[src/rtl/flash_status_params.svh]
// Timing counts, widths and reset values for the flash status poller
`ifndef FLASH_STATUS_PARAMS_SVH
`define FLASH_STATUS_PARAMS_SVH

`define FLASH_ADDR_W      20
`define FLASH_DATA_W      8
`define FLASH_CNT_W       4

`define FLASH_CLK_NS      40
`define FLASH_T_ACC_NS    100
`define FLASH_T_WP_NS     50
`define FLASH_T_HIGH_NS   30
`define FLASH_SYNC_CYC    2

// Least times round up to whole cycles
`define FLASH_CEIL(ns)    ((((ns) + `FLASH_CLK_NS - 1) / `FLASH_CLK_NS))
`define FLASH_ACC_CYC     (`FLASH_CEIL(`FLASH_T_ACC_NS))
`define FLASH_RD_CYC      (`FLASH_ACC_CYC + `FLASH_SYNC_CYC)
`define FLASH_WP_CYC      (`FLASH_CEIL(`FLASH_T_WP_NS))
`define FLASH_HIGH_CYC    (`FLASH_CEIL(`FLASH_T_HIGH_NS))

`define FLASH_BIT_POLL    7
`define FLASH_BIT_TOGA    6
`define FLASH_BIT_TMO     5
`define FLASH_BIT_WIN     3
`define FLASH_BIT_TOGB    2

`define FLASH_RESET_CMD   8'hf0
`define FLASH_STROBE_RST  1'b1

`endif

[src/rtl/flash_status_pkg.sv]
// Types shared by the flash status poller and its bus cycle engine
`include "flash_status_params.svh"

package flash_status_pkg;

  typedef enum logic [1:0] {
    OP_READ  = 2'h0,
    OP_WRITE = 2'h1,
    OP_POLL  = 2'h2
  } user_op_e;

  typedef struct packed {
    user_op_e                  op;
    logic [`FLASH_ADDR_W-1:0]  addr;
    logic [`FLASH_DATA_W-1:0]  data;
  } user_req_s;

  typedef struct packed {
    logic                      write;
    logic [`FLASH_ADDR_W-1:0]  addr;
    logic [`FLASH_DATA_W-1:0]  data;
  } bus_req_s;

  typedef enum logic [1:0] {
    PH_IDLE    = 2'h0,
    PH_ACTIVE  = 2'h1,
    PH_RECOVER = 2'h2
  } bus_phase_e;

  typedef enum logic [2:0] {
    ST_IDLE   = 3'h0,
    ST_RD1    = 3'h1,
    ST_RD2    = 3'h2,
    ST_RD3    = 3'h3,
    ST_RD4    = 3'h4,
    ST_RESET  = 3'h5,
    ST_SINGLE = 3'h6
  } poll_state_e;

  typedef struct packed {
    bus_phase_e                phase;
    logic [`FLASH_CNT_W-1:0]   cnt;
    logic                      ceN;
    logic                      oeN;
    logic                      weN;
    logic [`FLASH_ADDR_W-1:0]  addr;
    logic [`FLASH_DATA_W-1:0]  dOut;
    logic                      dOe;
    logic [`FLASH_DATA_W-1:0]  dSync1;
    logic [`FLASH_DATA_W-1:0]  dSync2;
    logic [`FLASH_DATA_W-1:0]  rdData;
    logic                      done;
  } bus_state_s;

  typedef struct packed {
    poll_state_e               state;
    logic [`FLASH_DATA_W-1:0]  first;
    logic                      rybySync1;
    logic                      rybySync2;
    logic                      busy;
    logic                      go;
    bus_req_s                  breq;
    logic                      reqReady;
    logic                      respValid;
    logic                      respFail;
    logic [`FLASH_DATA_W-1:0]  respData;
  } top_state_s;

endpackage : flash_status_pkg

[src/rtl/flash_status_poller.sv]
// Host controller that polls flash write status and recovers on timeout
`timescale 1ns/100ps
`include "flash_status_params.svh"

module flash_status_poller #(
  parameter logic [`FLASH_DATA_W-1:0] RESET_CMD = `FLASH_RESET_CMD
) (
  input  wire logic                              ref_clk,
  input  wire logic                              rst_n,
  input  wire logic                              reqValid,
  input  wire flash_status_pkg::user_req_s       req,
  output logic                                   reqReady,
  output logic                                   respValid,
  output logic                                   respFail,
  output logic [`FLASH_DATA_W-1:0]               respData,
  output logic                                   deviceBusy,
  output logic [`FLASH_ADDR_W-1:0]               flashAddr,
  output logic [`FLASH_DATA_W-1:0]               flashDataOut,
  output logic                                   flashDataOe,
  input  wire logic [`FLASH_DATA_W-1:0]          flashDataIn,
  output logic                                   chipSelectN,
  output logic                                   outputStrobeN,
  output logic                                   writeStrobeN,
  input  wire logic                              readyBusyN
);

  localparam flash_status_pkg::top_state_s RST_STATE = '{
    state:     flash_status_pkg::ST_IDLE,
    first:     '0,
    rybySync1: 1'b1,
    rybySync2: 1'b1,
    busy:      1'b0,
    go:        1'b0,
    breq:      '0,
    reqReady:  1'b1,
    respValid: 1'b0,
    respFail:  1'b0,
    respData:  '0
  };

  flash_status_pkg::top_state_s q;
  flash_status_pkg::top_state_s d;
  logic                         busDone;
  logic [`FLASH_DATA_W-1:0]     busRdData;
  logic                         toggled;

  //////////////////////////////////////////////////////////////////////////////

  flash_bus_cycle u_bus (
    .ref_clk       (ref_clk),
    .rst_n         (rst_n),
    .go            (q.go),
    .req           (q.breq),
    .done          (busDone),
    .rdData        (busRdData),
    .flashAddr     (flashAddr),
    .flashDataOut  (flashDataOut),
    .flashDataOe   (flashDataOe),
    .flashDataIn   (flashDataIn),
    .chipSelectN   (chipSelectN),
    .outputStrobeN (outputStrobeN),
    .writeStrobeN  (writeStrobeN)
  );

  // Two reads differing in the toggle bit mean the algorithm is still running
  assign toggled = busRdData[`FLASH_BIT_TOGA] != q.first[`FLASH_BIT_TOGA];

  //////////////////////////////////////////////////////////////////////////////

  always_comb begin
    d           = q;
    d.go        = 1'b0;
    d.respValid = 1'b0;
    d.rybySync1 = readyBusyN;
    d.rybySync2 = q.rybySync1;
    d.busy      = ~q.rybySync2;
    case (q.state)
      flash_status_pkg::ST_IDLE: begin
        if (reqValid && q.reqReady) begin
          d.reqReady   = 1'b0;
          d.go         = 1'b1;
          d.breq.addr  = req.addr;
          d.breq.data  = req.data;
          d.breq.write = (req.op == flash_status_pkg::OP_WRITE);
          d.state      = (req.op == flash_status_pkg::OP_POLL) ? flash_status_pkg::ST_RD1
                                                                : flash_status_pkg::ST_SINGLE;
        end
      end
      flash_status_pkg::ST_RD1, flash_status_pkg::ST_RD3: begin
        if (busDone) begin
          d.first = busRdData;
          d.go    = 1'b1;
          d.state = (q.state == flash_status_pkg::ST_RD1) ? flash_status_pkg::ST_RD2
                                                          : flash_status_pkg::ST_RD4;
        end
      end
      flash_status_pkg::ST_RD2: begin
        if (busDone) begin
          if (!toggled) begin
            d.state     = flash_status_pkg::ST_IDLE;
            d.reqReady  = 1'b1;
            d.respValid = 1'b1;
            d.respFail  = 1'b0;
            d.respData  = busRdData;
          end else if (busRdData[`FLASH_BIT_TMO]) begin
            // Toggle may stop just as the timeout flag rises, so look again
            d.go    = 1'b1;
            d.state = flash_status_pkg::ST_RD3;
          end else begin
            d.go    = 1'b1;
            d.state = flash_status_pkg::ST_RD1;
          end
        end
      end
      flash_status_pkg::ST_RD4: begin
        if (busDone) begin
          if (toggled) begin
            d.go         = 1'b1;
            d.breq.write = 1'b1;
            d.breq.data  = RESET_CMD;
            d.respData   = busRdData;
            d.state      = flash_status_pkg::ST_RESET;
          end else begin
            d.state     = flash_status_pkg::ST_IDLE;
            d.reqReady  = 1'b1;
            d.respValid = 1'b1;
            d.respFail  = 1'b0;
            d.respData  = busRdData;
          end
        end
      end
      flash_status_pkg::ST_RESET: begin
        if (busDone) begin
          d.state     = flash_status_pkg::ST_IDLE;
          d.reqReady  = 1'b1;
          d.respValid = 1'b1;
          d.respFail  = 1'b1;
        end
      end
      flash_status_pkg::ST_SINGLE: begin
        // Raw status byte lets software check the window flag around commands
        if (busDone) begin
          d.state     = flash_status_pkg::ST_IDLE;
          d.reqReady  = 1'b1;
          d.respValid = 1'b1;
          d.respFail  = 1'b0;
          d.respData  = q.breq.write ? q.breq.data : busRdData;
        end
      end
      default: begin
        d = RST_STATE;
      end
    endcase
  end

  always_ff @(posedge ref_clk or negedge rst_n) begin
    if (!rst_n) begin
      q <= RST_STATE;
    end else begin
      q <= d;
    end
  end

  assign reqReady   = q.reqReady;
  assign respValid  = q.respValid;
  assign respFail   = q.respFail;
  assign respData   = q.respData;
  assign deviceBusy = q.busy;
endmodule : flash_status_poller

[src/rtl/flash_bus_cycle.sv]
// One asynchronous read or write cycle on the flash strobes
`timescale 1ns/100ps
`include "flash_status_params.svh"

module flash_bus_cycle (
  input  wire logic                              ref_clk,
  input  wire logic                              rst_n,
  input  wire logic                              go,
  input  wire flash_status_pkg::bus_req_s        req,
  output logic                                   done,
  output logic [`FLASH_DATA_W-1:0]               rdData,
  output logic [`FLASH_ADDR_W-1:0]               flashAddr,
  output logic [`FLASH_DATA_W-1:0]               flashDataOut,
  output logic                                   flashDataOe,
  input  wire logic [`FLASH_DATA_W-1:0]          flashDataIn,
  output logic                                   chipSelectN,
  output logic                                   outputStrobeN,
  output logic                                   writeStrobeN
);

  localparam flash_status_pkg::bus_state_s RST_STATE = '{
    phase:  flash_status_pkg::PH_IDLE,
    cnt:    '0,
    ceN:    `FLASH_STROBE_RST,
    oeN:    `FLASH_STROBE_RST,
    weN:    `FLASH_STROBE_RST,
    addr:   '0,
    dOut:   '0,
    dOe:    1'b0,
    dSync1: '0,
    dSync2: '0,
    rdData: '0,
    done:   1'b0
  };

  flash_status_pkg::bus_state_s q;
  flash_status_pkg::bus_state_s d;

  //////////////////////////////////////////////////////////////////////////////

  always_comb begin
    d        = q;
    d.done   = 1'b0;
    d.dSync1 = flashDataIn;
    d.dSync2 = q.dSync1;
    case (q.phase)
      flash_status_pkg::PH_IDLE: begin
        if (go) begin
          d.phase = flash_status_pkg::PH_ACTIVE;
          d.addr  = req.addr;
          d.dOut  = req.data;
          d.dOe   = req.write;
          d.ceN   = 1'b0;
          d.oeN   = req.write;
          d.weN   = ~req.write;
          // Reads include synchroniser latency so the sample lands after access
          d.cnt   = req.write ? `FLASH_CNT_W'(`FLASH_WP_CYC - 1)
                              : `FLASH_CNT_W'(`FLASH_RD_CYC - 1);
        end
      end
      flash_status_pkg::PH_ACTIVE: begin
        if (q.cnt == '0) begin
          d.phase  = flash_status_pkg::PH_RECOVER;
          d.cnt    = `FLASH_CNT_W'(`FLASH_HIGH_CYC - 1);
          d.ceN    = 1'b1;
          d.oeN    = 1'b1;
          d.weN    = 1'b1;
          d.dOe    = 1'b0;
          d.rdData = q.dSync2;
        end else begin
          d.cnt = q.cnt - `FLASH_CNT_W'(1);
        end
      end
      flash_status_pkg::PH_RECOVER: begin
        // Strobes stay high so the next read is a new cycle
        if (q.cnt == '0) begin
          d.phase = flash_status_pkg::PH_IDLE;
          d.done  = 1'b1;
        end else begin
          d.cnt = q.cnt - `FLASH_CNT_W'(1);
        end
      end
      default: begin
        d = RST_STATE;
      end
    endcase
  end

  always_ff @(posedge ref_clk or negedge rst_n) begin
    if (!rst_n) begin
      q <= RST_STATE;
    end else begin
      q <= d;
    end
  end

  assign done          = q.done;
  assign rdData        = q.rdData;
  assign flashAddr     = q.addr;
  assign flashDataOut  = q.dOut;
  assign flashDataOe   = q.dOe;
  assign chipSelectN   = q.ceN;
  assign outputStrobeN = q.oeN;
  assign writeStrobeN  = q.weN;
endmodule : flash_bus_cycle

[config.mk]
export PLATFORM = sky130hd
export DESIGN_NAME = flash_status_poller
export DESIGN_NICKNAME = d
export VERILOG_FILES = /design/src/rtl/flash_status_pkg.sv /design/src/rtl/flash_status_poller.sv /design/src/rtl/flash_bus_cycle.sv
export VERILOG_INCLUDE_DIRS = /design/src /design/src/rtl
export SDC_FILE = /design/constraint.sdc
export NUM_CORES = 1
export LEC_CHECK = 0
export BUFFER_PORTS_ARGS = -buffer_cell sky130_fd_sc_hd__buf_2
export CORE_MARGIN = 1
export CORE_UTILIZATION = 35
export DETAILED_ROUTE_END_ITERATION = 7
export GPL_TIMING_DRIVEN = 0
export HOLD_SLACK_MARGIN = 0.08
export PLACE_DENSITY = 0.51
export SETUP_SLACK_MARGIN = 0.4
export SYNTH_ARGS = -nofsm -noshare
export SYNTH_HDL_FRONTEND = slang
export SYNTH_SLANG_ARGS = --single-unit
[constraint.sdc]
create_clock -name ref_clk -period 2.3 [get_ports ref_clk]
set_input_delay 0.115 -clock ref_clk [delete_from_list [all_inputs] [get_ports ref_clk]]
set_output_delay 0.115 -clock ref_clk [all_outputs]
set_load 0.01 [all_outputs]
==> out/qor.txt <==
register area share after synthesis: 55.1%
Area after DPL: 5730 µm²
storage element area: 2790 µm²
met2 Use GR: 27.9%
# placed instances: 777
synth warn: 0
total CTS buffers: 9
Worst Tran Pin Value: 845 ps
Area growth, synth to finish: 31.4%
Starting Density: 36.1%
clk buf depth: 2
final worst-path cycle share: 81.9%
grt met3 use: 3.04%
first-pass iteration count of the detailed router: 4
Routed WL: 11,600 µm
kind of start point of the critical path: register
adder and majority cell fraction of the synthesized area: 2.23%
CTS tree: yes
first-pass GRT wire length: 19,200 µm
Max Slew Vio Count: 0
post-route setup TNS: 0 ps
Setup Skew: 10.6 ps
Max-Slew Margin vs Limit: 43.7%
r2r setup slk: 420 ps
outcome: finished, final reports clean
core area: 14,000 µm²
n_diodes: 0
H-tree Lvls: 3
Final min period: 1880 ps
Syn Area/Cell: 9.88 µm²
gr busiest metal: met2
die height: 122 µm
initial antenna violation count: 0
RSZ-0062 raised after global routing: true
Antenna Nets Post-Route: 0
Crit path max-delay family: simple AND/OR/NAND/NOR gates
met1 GRT Util: 21.8%
max cap viols: 0
WHS Path Cells: 3
CP max-delay cell: dfrtp_1
# DRC: 0
Worst Hold Margin: 138 ps
Tot GR Track Use: 16.8%
Syn Nets: 562
FF-to-FF End: u_bus.rdData[2]
critical path depth: 8
main combinational cell family by area after synthesis: simple AND/OR/NAND/NOR gates
Data arrival, critical path: 2120 ps
final hold vios: 0
Max Fclk: 0.531 GHz
I/O pin cnt: 86
post-synthesis xor/xnor area fraction: 0.173%
kind of critical path: reg -> reg
Lkg Pwr: 0.00323 µW
reg2reg start: u_bus.q[57]
clock sinks: 111
post-synthesis mux area share: 1.66%
Post-synth EDFFs: 0
DR iter-0 viols: 223
Main synth FF type: dfrtp_1
final instance area: 6640 µm²
Cell Pwr Density: 1280 nW/µm²
CP endpoint kind: register
via count: 3,881
fill count: 1,376
die width: 122 µm
post-synthesis cell type count: 52
FF-to-FF path depth: 8
footprint of the multi-input gates: 1840 µm²
critical path buffer and inverter count: 3
worst endpoint required time: 2540 ps
GRT overflow: 0
Site Rows: 43
flop and latch count out of synthesis: 111
die area: 14,900 µm²
simple-gate share of the synthesized area: 16.2%
vias in the first global route: 3,805
I/O Buffers: 85
most frequent cell after synthesis: nand2_1
Setup WS post-layout: 415 ps
CP endpoint: u_bus.rdData[2]
Worst Setup SP: u_bus.q[57]
GPL Wtd Cong: 0.827
Synth async-reset ratio: 100%
post-route insts no fill: 845
Mapped Cells: 511
crit path max fanout: 6
DP Wirelength: 8180 µm
Synth area leader: dfrtp_1
layout net count: 711
worst skew pair latency: 350 ps
Mapped Area: 5050 µm²
final setup fails: 0
slowest cell delay on critical path: 400 ps
min-delay worst type: in -> reg
top cells by count, synth: nand2_1 (123), dfrtp_1 (105), o21ai_0 (59), buf_4 (36)
top cells by area, synth: dfrtp_1 (52%), nand2_1 (9.1%), o21ai_0 (5.8%)
drt wl/cell: 13.7 µm
worst slack, placed: -21.4 ps
VDD IR max: 0.000639 V
layout cell share with drive strength beyond 1: 30.5%
vias per inst: 4.59
Clock transition at path regs: 80 ps
top cell type's share of synthesized area: 52.0%
critical-path cell list: inv_2, ha_1, or3b_4, buf_6, a211o_4, clkbuf_16, nand2_1, o21ai_1
Compound-Gate Fraction of Synth Area: 15.2%
largest net degree at the start of global routing: 65
Clk Tree Root Cell: clkbuf_16
-- layer usage --
layer / part of all wire (%) / routed length (µm) / vias to the layer above
met4: 1.9 / 223 / 0
met2: 47 / 5420 / 78
met5: 0 / 0 / -
li1: - / - / 1965
met3: 3.1 / 361 / 19
met1: 48 / 5570 / 1819
-- timing repair --
action                                  CTS  global route
pin swaps                                 2             3
resized for setup                        17            26
gates cloned                              0             1
hold buffers                             37             0
endpoints found under the hold margin    94             0
endpoints found under the setup margin   58            70
buffers inserted                          4            10
-- per-stage QoR --
stage | total power [µW] | util [%]
5_1_grt | 9180 | 47.4
3_5_place_dp | 6400 | 41.0
3_3_place_gp | 6340 | 40.8
4_1_cts | 8210 | 46.3
2_1_floorplan | 5380 | -
6_report | 8460 | 47.4
-- final cells by class --
cell class,instances,share of cell area (%)
Multi-Input combinational cell,318,27.7
Inverter,19,1.07
Sequential cell,111,42.0
Clock buffer,11,3.66
Tap cell,180,3.39
Clock inverter,5,0.980
Timing Repair Buffer,138,14.6
Buffer,63,6.60
-- sequential cells by signal, indices dropped and copies added (netlist names), 8 cells and up --
signal,cells
q,36
respData,8
u_bus.flashAddr,20
u_bus.flashDataOut,8
u_bus.q,22
u_bus.rdData,8
-- cells by family after synthesis --
group           after synthesis
buf+inv                      82
fa+ha+maj                     9
simple gates                182
xor+xnor                      1
flops                       111
compound gates              118
mux                           8
-- power by group --
group,internal [µW],switching (µW),total (µW)
Combinational,1750,2070,3820
Sequential,2640,384,3030
Clock,885,731,1620
Total,5280,3190,8460
-- how the worst min path moves through the flow --
stage                                     end  slack, ps        from
final                                   q[17]        140      req[6]
after global routing                    q[17]        160      req[6]
after CTS                               q[17]        130      req[6]
after detailed placement  u_bus.flashAddr[16]        280       rst_n
after global placement                  q[43]        320  readyBusyN
after floorplan                    deviceBusy       -180       rst_n
-- worst reg2reg max path, delay by kind of cell (launching register included) --
family                     cells  cell delay [ps]
buffers and inverters          3              400
AOI/OAI and AO/OA              2              410
and+or+nand+nor                2              420
adders and majority gates      1              140
DFF                            1              400
-- placed cells by master, fill, tap and decap left out, drive strengths merged, types with 3 or more instances in the layout --
master       netlist  final
and2               4      4
mux2i              5      5
buf               46    149
ha                 9      9
a211oi             3      3
dfrtp            105    105
o21ai             67     67
nor2              13     13
a21oi             10     10
nand2b             8      8
dlygate4sd3        0     37
nor2b             18     18
a221o              7      7
nand3              3      3
nor3               5      5
nand2            123    123
mux2               3      3
a31oi              4      4
a22o               7      7
inv               19     20
clkbuf            17     26
dfstp              6      6
(Power assumes the default switching activity.)
